File: config.mk
export PLATFORM = sky130hd
export DESIGN_NAME = sac_top
export DESIGN_NICKNAME = d
export VERILOG_FILES = /design/src/design/sac_fifo2.v /design/src/design/sac_top.v
export VERILOG_INCLUDE_DIRS = /design/src /design/src/design
export SDC_FILE = /design/constraint.sdc
export NUM_CORES = 1
export LEC_CHECK = 0
export ABC_AREA = 1
export BUFFER_PORTS_ARGS = -buffer_cell sky130_fd_sc_hd__clkbuf_2
export CAP_MARGIN = 0
export CORE_AREA = 2 2 189 191
export CTS_CLUSTER_SIZE = 30
export DETAILED_ROUTE_END_ITERATION = 6
export DIE_AREA = 0 0 191 193
export SYNTH_ARGS = -nofsm -noshare
export SYNTH_HDL_FRONTEND = slang
export SYNTH_HIERARCHICAL = 1
export SYNTH_SLANG_ARGS = --single-unit
File: constraint.sdc
create_clock -name mclk -period 6.2 [get_ports mclk]
set_clock_uncertainty 0.2 [all_clocks]
set_input_delay 1.24 -clock mclk [delete_from_list [all_inputs] [get_ports mclk]]
set_output_delay 1.24 -clock mclk [all_outputs]
set_load 0.02 [all_outputs]
File: src/design/sac_regs.vh
`ifndef SAC_REGS_VH
`define SAC_REGS_VH
// ==========================================================
// Converter widths and codes
// ==========================================================
`define SAC_RES_W      16
`define SAC_MSB        4'hf
`define SAC_ALL_ONES   16'hffff
`define SAC_ALL_ZEROS  16'h0000
// ==========================================================
// Timing counts in master clock cycles
// ==========================================================
// Calibration length after reset release
`define SAC_CAL_CYCLES 34584480
`define SAC_CALCNT_W   26
// Window for the first sample/hold and track controls to fall
`define SAC_SH1_MIN    198
`define SAC_SH1_MAX    214
// Strobe detect lags the pin by four cycles, so 200 lands at 204
`define SAC_SH1_DLY    8'd200
`define SAC_TMR_W      8
// Comparator settling per decision
`define SAC_STEP_CYC   4'h8
// ==========================================================
// Calibration trim storage
// ==========================================================
`define SAC_TRIM_W     5
`define SAC_TRIM_RST   5'h10
`define SAC_TRIM_STEPS 3'h7
`endif

File: src/design/sac_fifo2.v
`default_nettype none
`include "sac_regs.vh"
// ==========================================================
// Two-entry result buffer
// ==========================================================
module sac_fifo2 (
  input  wire                  mclk,      // Master clock
  input  wire                  srst,      // Sync reset, high
  input  wire                  in_valid,  // Word offered
  output wire                  in_ready,  // Room for a word
  input  wire [`SAC_RES_W-1:0] in_data,   // Word in
  output wire                  out_valid, // Word available
  input  wire                  out_ready, // Reader takes word
  output wire [`SAC_RES_W-1:0] out_data   // Oldest word
);
  reg [`SAC_RES_W-1:0] mem_r [0:1]; // Storage, indexed
  reg                  wr_ptr_r;    // Write index
  reg                  rd_ptr_r;    // Read index
  reg [1:0]            cnt_r;       // Words held
  wire                 do_wr;       // Accepted write
  wire                 do_rd;       // Accepted read

  assign in_ready  = (cnt_r != 2'h2);
  assign out_valid = (cnt_r != 2'h0);
  assign out_data  = mem_r[rd_ptr_r];
  assign do_wr     = in_valid & in_ready;
  assign do_rd     = out_valid & out_ready;

  // ========================================================
  // Pointers and occupancy
  // ========================================================
  always @(posedge mclk) begin
    if (srst) begin
      wr_ptr_r <= 1'b0;
      rd_ptr_r <= 1'b0;
      cnt_r    <= 2'h0;
    end else begin
      // Write stores at the write index
      if (do_wr) begin
        mem_r[wr_ptr_r] <= in_data;
        wr_ptr_r        <= ~wr_ptr_r;
      end
      if (do_rd) begin
        rd_ptr_r <= ~rd_ptr_r;
      end
      // Count moves only when one side acts alone
      if (do_wr & ~do_rd) begin
        cnt_r <= cnt_r + 2'h1;
      end else if (do_rd & ~do_wr) begin
        cnt_r <= cnt_r - 2'h1;
      end
    end
  end
endmodule // sac_fifo2
`default_nettype wire

File: src/design/sac_top.v
// Summary of operation
// (RQ1) Calibrate fixed cycle count after reset release
// (RQ2) First S/H and tracks fall 198-214
// (RQ3) Controller aligns strobe and channel-select edges
// (RQ4) Out of range saturates all ones/zeros
// (RQ5) Serial output, binary or two's complement
// (RQ6) Track outside conversion, hold during it
// (RQ7) Successive approximation, one bit per step
// (RQ8) Trim each bit against lower sum; bit 0 is never trimmed
// (RQ9) Reset recalibrates, coefficients kept in storage
// (RQ10) Alternate left and right via channel select
// (RQ11) Done flag low during calibration
// (RQ12) Reset clears everything, overrides all; trim coefficients are kept
// (RQ13) Strobe falling edge starts conversion
// (RQ14) Result shifts out during next conversion
// (RQ15) MSB first, stable at serial clock rise
`default_nettype none
`include "sac_regs.vh"
module sac_top #(
  parameter CAL_CYCLES = `SAC_CAL_CYCLES // Shorten in simulation
) (
  input  wire                  mclk,                  // Master clock, 25 MHz
  input  wire                  srst,                  // Sync reset, high
  input  wire                  conv_strobe_n,         // Conversion strobe pin
  input  wire                  chan_sel_left,         // Channel select pin
  input  wire                  serial_clk,            // Serial clock pin
  input  wire                  coding_twos,           // Two's complement select pin
  input  wire                  comp_in,               // Comparator, same domain
  input  wire                  over_pos,              // Input above reference
  input  wire                  under_neg,             // Input below neg reference
  output reg                   calib_done_flag,       // Ready for conversions
  output reg                   ext_sh_ctrl_first,     // External S/H control 1
  output reg                   ext_sh_ctrl_second,    // External S/H control 2
  output reg                   left_track_ctl,        // Left track control
  output reg                   right_track_ctl,       // Right track control
  output reg                   serial_result_out,     // Serial data
  output reg                   array_hold,            // Internal array holds
  output reg  [`SAC_RES_W-1:0] dac_code,              // DAC leg pattern
  output reg                   dummy_lsb,             // Dummy LSB leg
  output reg  [3:0]            trim_sel,              // Bit being trimmed
  output reg  [`SAC_TRIM_W-1:0] trim_val              // Trim for that bit
);
  // ========================================================
  // States
  // ========================================================
  localparam [2:0] ST_CAL   = 3'h0; // Self calibration
  localparam [2:0] ST_TRACK = 3'h1; // Tracking input
  localparam [2:0] ST_SAR   = 3'h2; // Bit decisions
  localparam [2:0] ST_WAIT  = 3'h3; // Wait for S/H window
  localparam [2:0] ST_PUSH  = 3'h4; // Hand result to buffer

  // ========================================================
  // Declarations
  // ========================================================
  wire [3:0]  sync_w;                    // Second sync stage, per pin
  reg         hold_d_r;                  // Strobe, delayed
  reg         sclk_d_r;                  // Serial clock, delayed
  reg  [2:0]  state_r;                   // Control state
  reg  [`SAC_CALCNT_W-1:0] cal_cnt_r;    // Calibration cycles
  reg  [`SAC_TMR_W-1:0]    tmr_r;        // Cycles since strobe fall
  reg         sh1_done_r;                // First S/H has fallen
  reg  [3:0]  step_r;                    // Settle counter
  reg  [3:0]  bit_r;                     // Bit under test
  reg  [2:0]  tstep_r;                   // Trim tries on bit
  reg  [`SAC_RES_W-1:0] res_r;           // Kept bits
  reg  [`SAC_RES_W-1:0] word_r;          // Coded result
  reg  [`SAC_RES_W-1:0] shift_r;         // Serial shifter
  // (RQ9) Kept across reset
  reg  [`SAC_TRIM_W-1:0] trim_mem_r [0:15]; // Coefficients, re-trimmed each cal
  wire        hold_s;                    // Synced strobe
  wire        chan_s;                    // Synced channel select
  wire        sclk_s;                    // Synced serial clock
  wire        twos_s;                    // Synced coding select
  wire        hold_fall;                 // Strobe fell
  wire        sclk_fall;                 // Serial clock fell
  wire        step_end;                  // Decision moment
  wire        push_ready;                // Buffer has room
  wire        pop_valid;                 // Buffer has word
  wire [`SAC_RES_W-1:0] pop_data;        // Oldest word
  wire        pop_take;                  // Shifter loads word
  genvar      gi;

  assign hold_s    = sync_w[0];
  assign chan_s    = sync_w[1];
  assign sclk_s    = sync_w[2];
  assign twos_s    = sync_w[3];
  // Edge detectors reset to the idle level of their pin, so no
  // false edge follows the release of reset
  assign hold_fall = hold_d_r & ~hold_s;
  assign sclk_fall = sclk_d_r & ~sclk_s;
  assign step_end  = (step_r == `SAC_STEP_CYC - 4'h1);
  // (RQ14) Load at any strobe fall outside calibration
  assign pop_take  = hold_fall & (state_r != ST_CAL);

  // ========================================================
  // Saturation and output coding
  // ========================================================
  function [`SAC_RES_W-1:0] f_code;
    input [`SAC_RES_W-1:0] raw;
    input                  pos;
    input                  neg;
    input                  twos;
    reg   [`SAC_RES_W-1:0] sat;
    begin
      sat = raw;
      // (RQ4) Clamp out of range
      if (pos) begin
        sat = `SAC_ALL_ONES;
      end else if (neg) begin
        sat = `SAC_ALL_ZEROS;
      end
      // (RQ5) Offset binary to two's complement
      f_code = twos ? {~sat[`SAC_RES_W-1], sat[`SAC_RES_W-2:0]} : sat;
    end
  endfunction

  // ========================================================
  // Input synchronisers, two flops per pin
  // ========================================================
  generate
    for (gi = 0; gi < 4; gi = gi + 1) begin : g_sync
      wire pin_w;    // Raw pin
      reg  meta_r;   // First stage
      reg  stage2_r; // Second stage
      // Serial clock idles low, the other pins idle high
      localparam IDLE_LVL = (gi == 2) ? 1'b0 : 1'b1;
      assign pin_w = (gi == 0) ? conv_strobe_n :
                     (gi == 1) ? chan_sel_left :
                     (gi == 2) ? serial_clk : coding_twos;
      assign sync_w[gi] = stage2_r;
      // Second stage is the only reader of the first
      always @(posedge mclk) begin
        if (srst) begin
          meta_r   <= IDLE_LVL;
          stage2_r <= IDLE_LVL;
        end else begin
          meta_r   <= pin_w;
          stage2_r <= meta_r;
        end
      end
    end
  endgenerate

  // ========================================================
  // Result buffer between converter and shifter
  // ========================================================
  sac_fifo2 u_buf (
    .mclk      (mclk),
    .srst      (srst),
    .in_valid  (state_r == ST_PUSH),
    .in_ready  (push_ready),
    .in_data   (word_r),
    .out_valid (pop_valid),
    .out_ready (pop_take),
    .out_data  (pop_data)
  );

  // ========================================================
  // Main control: calibration, tracking, conversion
  // ========================================================
  always @(posedge mclk) begin
    // (RQ12) Reset clears all state except the trim coefficients
    if (srst) begin
      hold_d_r           <= 1'b1;
      sclk_d_r           <= 1'b0; // Serial clock idles low
      state_r            <= ST_CAL;
      cal_cnt_r          <= {`SAC_CALCNT_W{1'b0}};
      tmr_r              <= {`SAC_TMR_W{1'b0}};
      sh1_done_r         <= 1'b0;
      step_r             <= 4'h0;
      bit_r              <= `SAC_MSB;
      tstep_r            <= 3'h0;
      res_r              <= `SAC_ALL_ZEROS;
      word_r             <= `SAC_ALL_ZEROS;
      calib_done_flag    <= 1'b0;
      ext_sh_ctrl_first  <= 1'b1;
      ext_sh_ctrl_second <= 1'b1;
      left_track_ctl     <= 1'b1;
      right_track_ctl    <= 1'b0;
      array_hold         <= 1'b1;
      dac_code           <= `SAC_ALL_ZEROS;
      dummy_lsb          <= 1'b0;
      trim_sel           <= `SAC_MSB;
      trim_val           <= `SAC_TRIM_RST;
    end else begin
      hold_d_r <= hold_s;
      sclk_d_r <= sclk_s;
      step_r   <= step_end ? 4'h0 : step_r + 4'h1;
      case (state_r)
        ST_CAL: begin
          // (RQ11) Flag held low while calibrating
          calib_done_flag <= 1'b0;
          array_hold      <= 1'b1;
          // (RQ8) Bit against lower bits plus dummy
          dac_code  <= `SAC_ALL_ONES >> (5'h10 - {1'b0, bit_r});
          dummy_lsb <= 1'b1;
          trim_sel  <= bit_r;
          trim_val  <= trim_mem_r[bit_r];
          if (step_end) begin
            // Heavy bit steps down, light one steps up
            if (comp_in) begin
              trim_mem_r[bit_r] <= trim_mem_r[bit_r] - 5'h1;
            end else begin
              trim_mem_r[bit_r] <= trim_mem_r[bit_r] + 5'h1;
            end
            tstep_r <= tstep_r + 3'h1;
            if (tstep_r == `SAC_TRIM_STEPS) begin
              // Sweep bits MSB down to 1, then repeat
              bit_r <= (bit_r == 4'h1) ? `SAC_MSB : bit_r - 4'h1;
            end
          end
          // (RQ1) Fixed calibration length
          if (cal_cnt_r == CAL_CYCLES - 1) begin
            state_r         <= ST_TRACK;
            calib_done_flag <= 1'b1;
            array_hold      <= 1'b0;
            dac_code        <= `SAC_ALL_ZEROS;
            dummy_lsb       <= 1'b0;
          end else begin
            cal_cnt_r <= cal_cnt_r + 1'b1;
          end
        end
        ST_TRACK: begin
          // (RQ13) Strobe fall freezes sample
          if (hold_fall) begin
            // (RQ6) Input ignored from here on
            array_hold         <= 1'b1;
            ext_sh_ctrl_second <= 1'b0;
            tmr_r              <= {`SAC_TMR_W{1'b0}};
            sh1_done_r         <= 1'b0;
            bit_r              <= `SAC_MSB;
            step_r             <= 4'h0;
            res_r              <= `SAC_ALL_ZEROS;
            dac_code           <= 16'h8000;
            state_r            <= ST_SAR;
          end
        end
        ST_SAR: begin
          // (RQ7) Keep trial bit if comparator agrees
          if (step_end) begin
            res_r[bit_r] <= comp_in;
            if (bit_r == 4'h0) begin
              state_r <= ST_WAIT;
            end else begin
              bit_r    <= bit_r - 4'h1;
              dac_code <= (res_r | ({15'h0, comp_in} << bit_r))
                          | (16'h0001 << (bit_r - 4'h1));
            end
          end
        end
        ST_WAIT: begin
          // Result waits for the external S/H window
          word_r <= f_code(res_r, over_pos, under_neg, twos_s);
          if (sh1_done_r) begin
            state_r <= ST_PUSH;
          end
        end
        ST_PUSH: begin
          // Stalls here while the buffer is full
          if (push_ready) begin
            // (RQ6) Back to tracking when done
            state_r            <= ST_TRACK;
            array_hold         <= 1'b0;
            dac_code           <= `SAC_ALL_ZEROS;
            ext_sh_ctrl_first  <= 1'b1;
            ext_sh_ctrl_second <= 1'b1;
            // (RQ10) Channel select picks next input
            left_track_ctl     <= chan_s;
            right_track_ctl    <= ~chan_s;
          end
        end
        default: begin
          state_r <= ST_CAL;
        end
      endcase
      // (RQ2) First S/H and tracks fall at fixed count
      if (state_r != ST_CAL && state_r != ST_TRACK && !sh1_done_r) begin
        tmr_r <= tmr_r + 8'h1;
        if (tmr_r == `SAC_SH1_DLY) begin
          sh1_done_r        <= 1'b1;
          ext_sh_ctrl_first <= 1'b0;
          left_track_ctl    <= 1'b0;
          right_track_ctl   <= 1'b0;
        end
      end
    end
  end

  // ========================================================
  // Serial output shifter
  // ========================================================
  always @(posedge mclk) begin
    if (srst) begin
      shift_r           <= `SAC_ALL_ZEROS;
      serial_result_out <= 1'b0;
    end else if (pop_take) begin
      // (RQ15) MSB ready before first rise
      shift_r           <= pop_valid ? pop_data : `SAC_ALL_ZEROS;
      serial_result_out <= pop_valid & pop_data[`SAC_RES_W-1];
    end else if (sclk_fall) begin
      // (RQ15) Change on fall, stable at rise
      shift_r           <= {shift_r[`SAC_RES_W-2:0], 1'b0};
      serial_result_out <= shift_r[`SAC_RES_W-2];
    end
  end
endmodule // sac_top
`default_nettype wire

==> impl_metrics.ini <==
[outcome]
outcome = complete, no violations

[synthesis]
netlist_top_cells_area = sky130_fd_sc_hd__edfxtp_1 (28%), sky130_fd_sc_hd__dfxtp_1 (25%), sky130_fd_sc_hd__nand2_1 (11%)
post_synth_instance_area_um2 = 12000
synth.top_cells.by_count = sky130_fd_sc_hd__nand2_1 (357), sky130_fd_sc_hd__nor2_1 (165), sky130_fd_sc_hd__dfxtp_1 (148)
synth-compound-area-share_pct = 10.2
yosys.area_share.xor_xnor_pct = 1.02
synth_area_leader_cell = sky130_fd_sc_hd__edfxtp_1
syn_avg_cell_area_um2 = 8.31
postSynthRegisterBits = 260
syn-instance-count = 1446
syn-num-nets = 1472
yosys.cell_count.top_type = sky130_fd_sc_hd__nand2_1
synth_largest_type_area_fraction_pct = 28.0
number_of_synthesized_flops_with_an_enable_pin = 112
synth_sequential_area_ratio_pct = 52.7
synth_top_family_by_area = simple AND/OR/NAND/NOR gates
asyncSetResetFlopFracSynth_pct = 0
synth.mux.area_fraction_pct = 1.81
yosys.area_share.simple_pct = 25.6
synth-main-ff-cell = sky130_fd_sc_hd__dfxtp_1
yosys.area_share.adder_pct = 1.83
number_of_different_library_cells_in_the_post_synthesis_netlist = 45
synth.yosys.warnings = 6

[power_and_ir_drop]
comb_power_share_pct = 25.5
clock_power_share_pct = 32.0
p_sw_share_pct = 35.0
total_switching_power_mw = 1.79
max-vdd-ir-drop_mv = 0.233
power_per_cell_area_nw_per_um2 = 380
seq_power_share_pct = 42.5
cellInternalPower_mw = 3.33
cellLeakagePower_nw = 5.11

[final_layout]
filler_cell_count = 3567
n_antenna_cell = 0
final_net_count = 1491
seqCellArea_um2 = 6330
area_growth_pct = 12.0
drive_above_1_share_pct = 10.2
post-route-util_pct = 38.5
area_of_the_multi_input_gates_um2 = 4860

[global_routing]
grt_first_pass_wirelength_mm = 47.5
gr-total-overflow = 0
grt_pass1_vias = 9089
grt_antenna_before_repair = 0
pin_count_of_the_biggest_net_entering_global_routing = 54
grt_util_all_layers_pct = 15.9

[placed_design]
io_buffers = 41
detailed_place_hpwl_mm = 20.1
finalWeightedCongestion = 0.897

[die]
die_width_um = 191
placement_rows = 69
die_height_um = 193
die_area_um2 = 36900
start_util_pct = 34.4
number_of_placed_i_o_pins = 42
core-area_um2 = 35000

[route]
drcViolationCount = 0
drt_first_iter_violations = 906
drt_pre_antenna_iters = 5
vias_per_cell = 4.91
detailed_route_wire_length_mm = 29.1
drt-wirelength-per-cell_um = 15.0
drtAntennaViolNets = 0
vias = 9568

[timing]
layout_worst_path_cycle_share_pct = 68.1
least_margin_pin_slew_ns = 0.899
finalMaxSlewViolations = 0
report.final.setup_viol = 0
layout_min_cycle_time_ns = 4.22
tns_ns = 0
hold_violations = 0
rsz0062_at_grt = no
maxSlewHeadroom_pct = 39.9
maximum_clock_rate_mhz = 237

[setup_path]
critPathArrivalTime_ns = 4.28
worst_setup_path_start_kind = flop
crit_path_top_delay_cell = sky130_fd_sc_hd__dfxtp_1
timing.critical_path.fanout_max = 23
worst_path_largest_cell_delay_ns = 0.84
worst-setup-path-type = reg -> reg
crit_path_end_kind = flop
timing.critical_path.cells = clkinv_1 > nand3_1 > nand3_1 > nand3_1 > nand2_1 > fa_1 > a21o_1 > a21oi_1 > nand2_1 > nand2_1 > inv_1 > nand3_1 > nand2_1 > inv_1
critPathRequiredTime_ns = 6.26

[clocking]
cts.htree.levels = 1
clkLatencyLatePin_ns = 0.56
clkTransAtPathRegs_ns = 0.06
cts_setup_buffers = 0
cts.path.max_buffers = 3
clk_root_buffer_cell = sky130_fd_sc_hd__clkbuf_16
tritoncts = done
post_cts_resize_count = 0
cts.sink_count = 260
post_cts_hold_buffer_count = 0
cts_buffers = 28

[worst_hold_path]
min-delay-path-class = reg -> reg

[run]
maxCapViolations = 0
## cells in the final DEF, fill, tap and decap left out, drive strengths merged, types with 5 or more instances in the layout
| master | count |
|---|---|
| nor3 | 23 |
| xor2 | 9 |
| nor2 | 173 |
| nand3 | 145 |
| or2 | 7 |
| o21ai | 76 |
| xnor2 | 5 |
| o211ai | 7 |
| mux2 | 16 |
| a211oi | 17 |
| inv | 135 |
| dfxtp | 148 |
| nand2 | 363 |
| nand4 | 10 |
| a31oi | 14 |
| clkinv | 16 |
| edfxtp | 112 |
| ha | 16 |
| nand3b | 6 |
| a21oi | 92 |
| buf | 7 |
| clkbuf | 78 |
## flip-flops by register name (all words and copies together) (netlist names), 2 cells and up, named ones only
signal / count
g_sync.stage2_r: 3
tmr_r: 8
u_buf/mem_r: 32
cal_cnt_r: 26
step_r: 4
res_r: 16
g_sync.meta_r: 4
trim_mem_r: 80
trim_sel: 4
state_r: 3
shift_r: 15
tstep_r: 3
word_r: 16
bit_r: 4
u_buf/cnt_r: 2
trim_val: 5
dac_code: 16
## kinds of logic after synthesis
logic type,count (synthesis)
simple gates,728
flops,260
compound gates,213
buf+inv,198
fa+ha+maj,17
mux,16
xor+xnor,14
## path summary, 6_finish.rpt
kind                                             startpoint                             to  slack [ns]  cells after the start
worst max register to register                         flop     trim_mem_r[8][4]$_DFFE_PP_        1.98                     14
worst min register to register  g_sync[2].meta_r$_SDFF_PP0_  g_sync[2].stage2_r$_SDFF_PP0_        0.20                      2
worst min-delay path            g_sync[2].meta_r$_SDFF_PP0_  g_sync[2].stage2_r$_SDFF_PP0_        0.20                      2
worst max-delay path                                   flop     trim_mem_r[8][4]$_DFFE_PP_        1.98                     14
## power groups by stage
stage / Clock (mW) / Combinational [mW] / Sequential, mW
detailed placement: 0 / 1.31 / 2.21
floorplan: 0 / 0.836 / 2.25
CTS: 1.67 / 1.31 / 2.18
global route: 1.74 / 1.46 / 2.19
finish: 1.64 / 1.30 / 2.17
global placement: 0 / 1.28 / 2.21
## worst max-delay path: cells and delay by family (launching register included)
family	cells	cell delay (ns)
compound gates	2	0.38
fa+ha+maj	1	0.49
simple gates	8	0.91
flops	1	0.84
buf+inv	3	1.12
## cell type report
class	instances	share of cell area, %
clock inverters	14	0.883
repair buffers	47	1.88
clock buffers	38	5.93
well taps	461	4.29
multi-input cells	988	36.1
inverters	140	3.90
flip-flops and latches	260	47.0
## metal layers
| metal | global-route usage [%] | vias to the layer above | part of all wire, % |
|---|---|---|---|
| met4 | 5.04 | 0 | 2.9 |
| met3 | 2.24 | 61 | 4.6 |
| met2 | 25.4 | 227 | 44 |
| met1 | 22.3 | 4431 | 48 |
| met5 | 0 | - | 0 |
| li1 | - | 4849 | - |
## metrics by stage
stage          hold WS [ns]  power, mW  setup slack [ns]  instance area [um^2]  std cells
6_report              0.205       5.11              1.98                 13500       1948
3_5_place_dp          0.194       3.52              2.00                 12500       1896
5_1_grt               0.222       5.39              1.56                 13500       1948
2_1_floorplan         0.188       3.08              2.78                 12000       1446
3_3_place_gp          0.193       3.49              2.23                 12500       1896
4_1_cts               0.208       5.15              1.99                 13500       1948
Note: power is estimated with default switching activity, not from simulation.
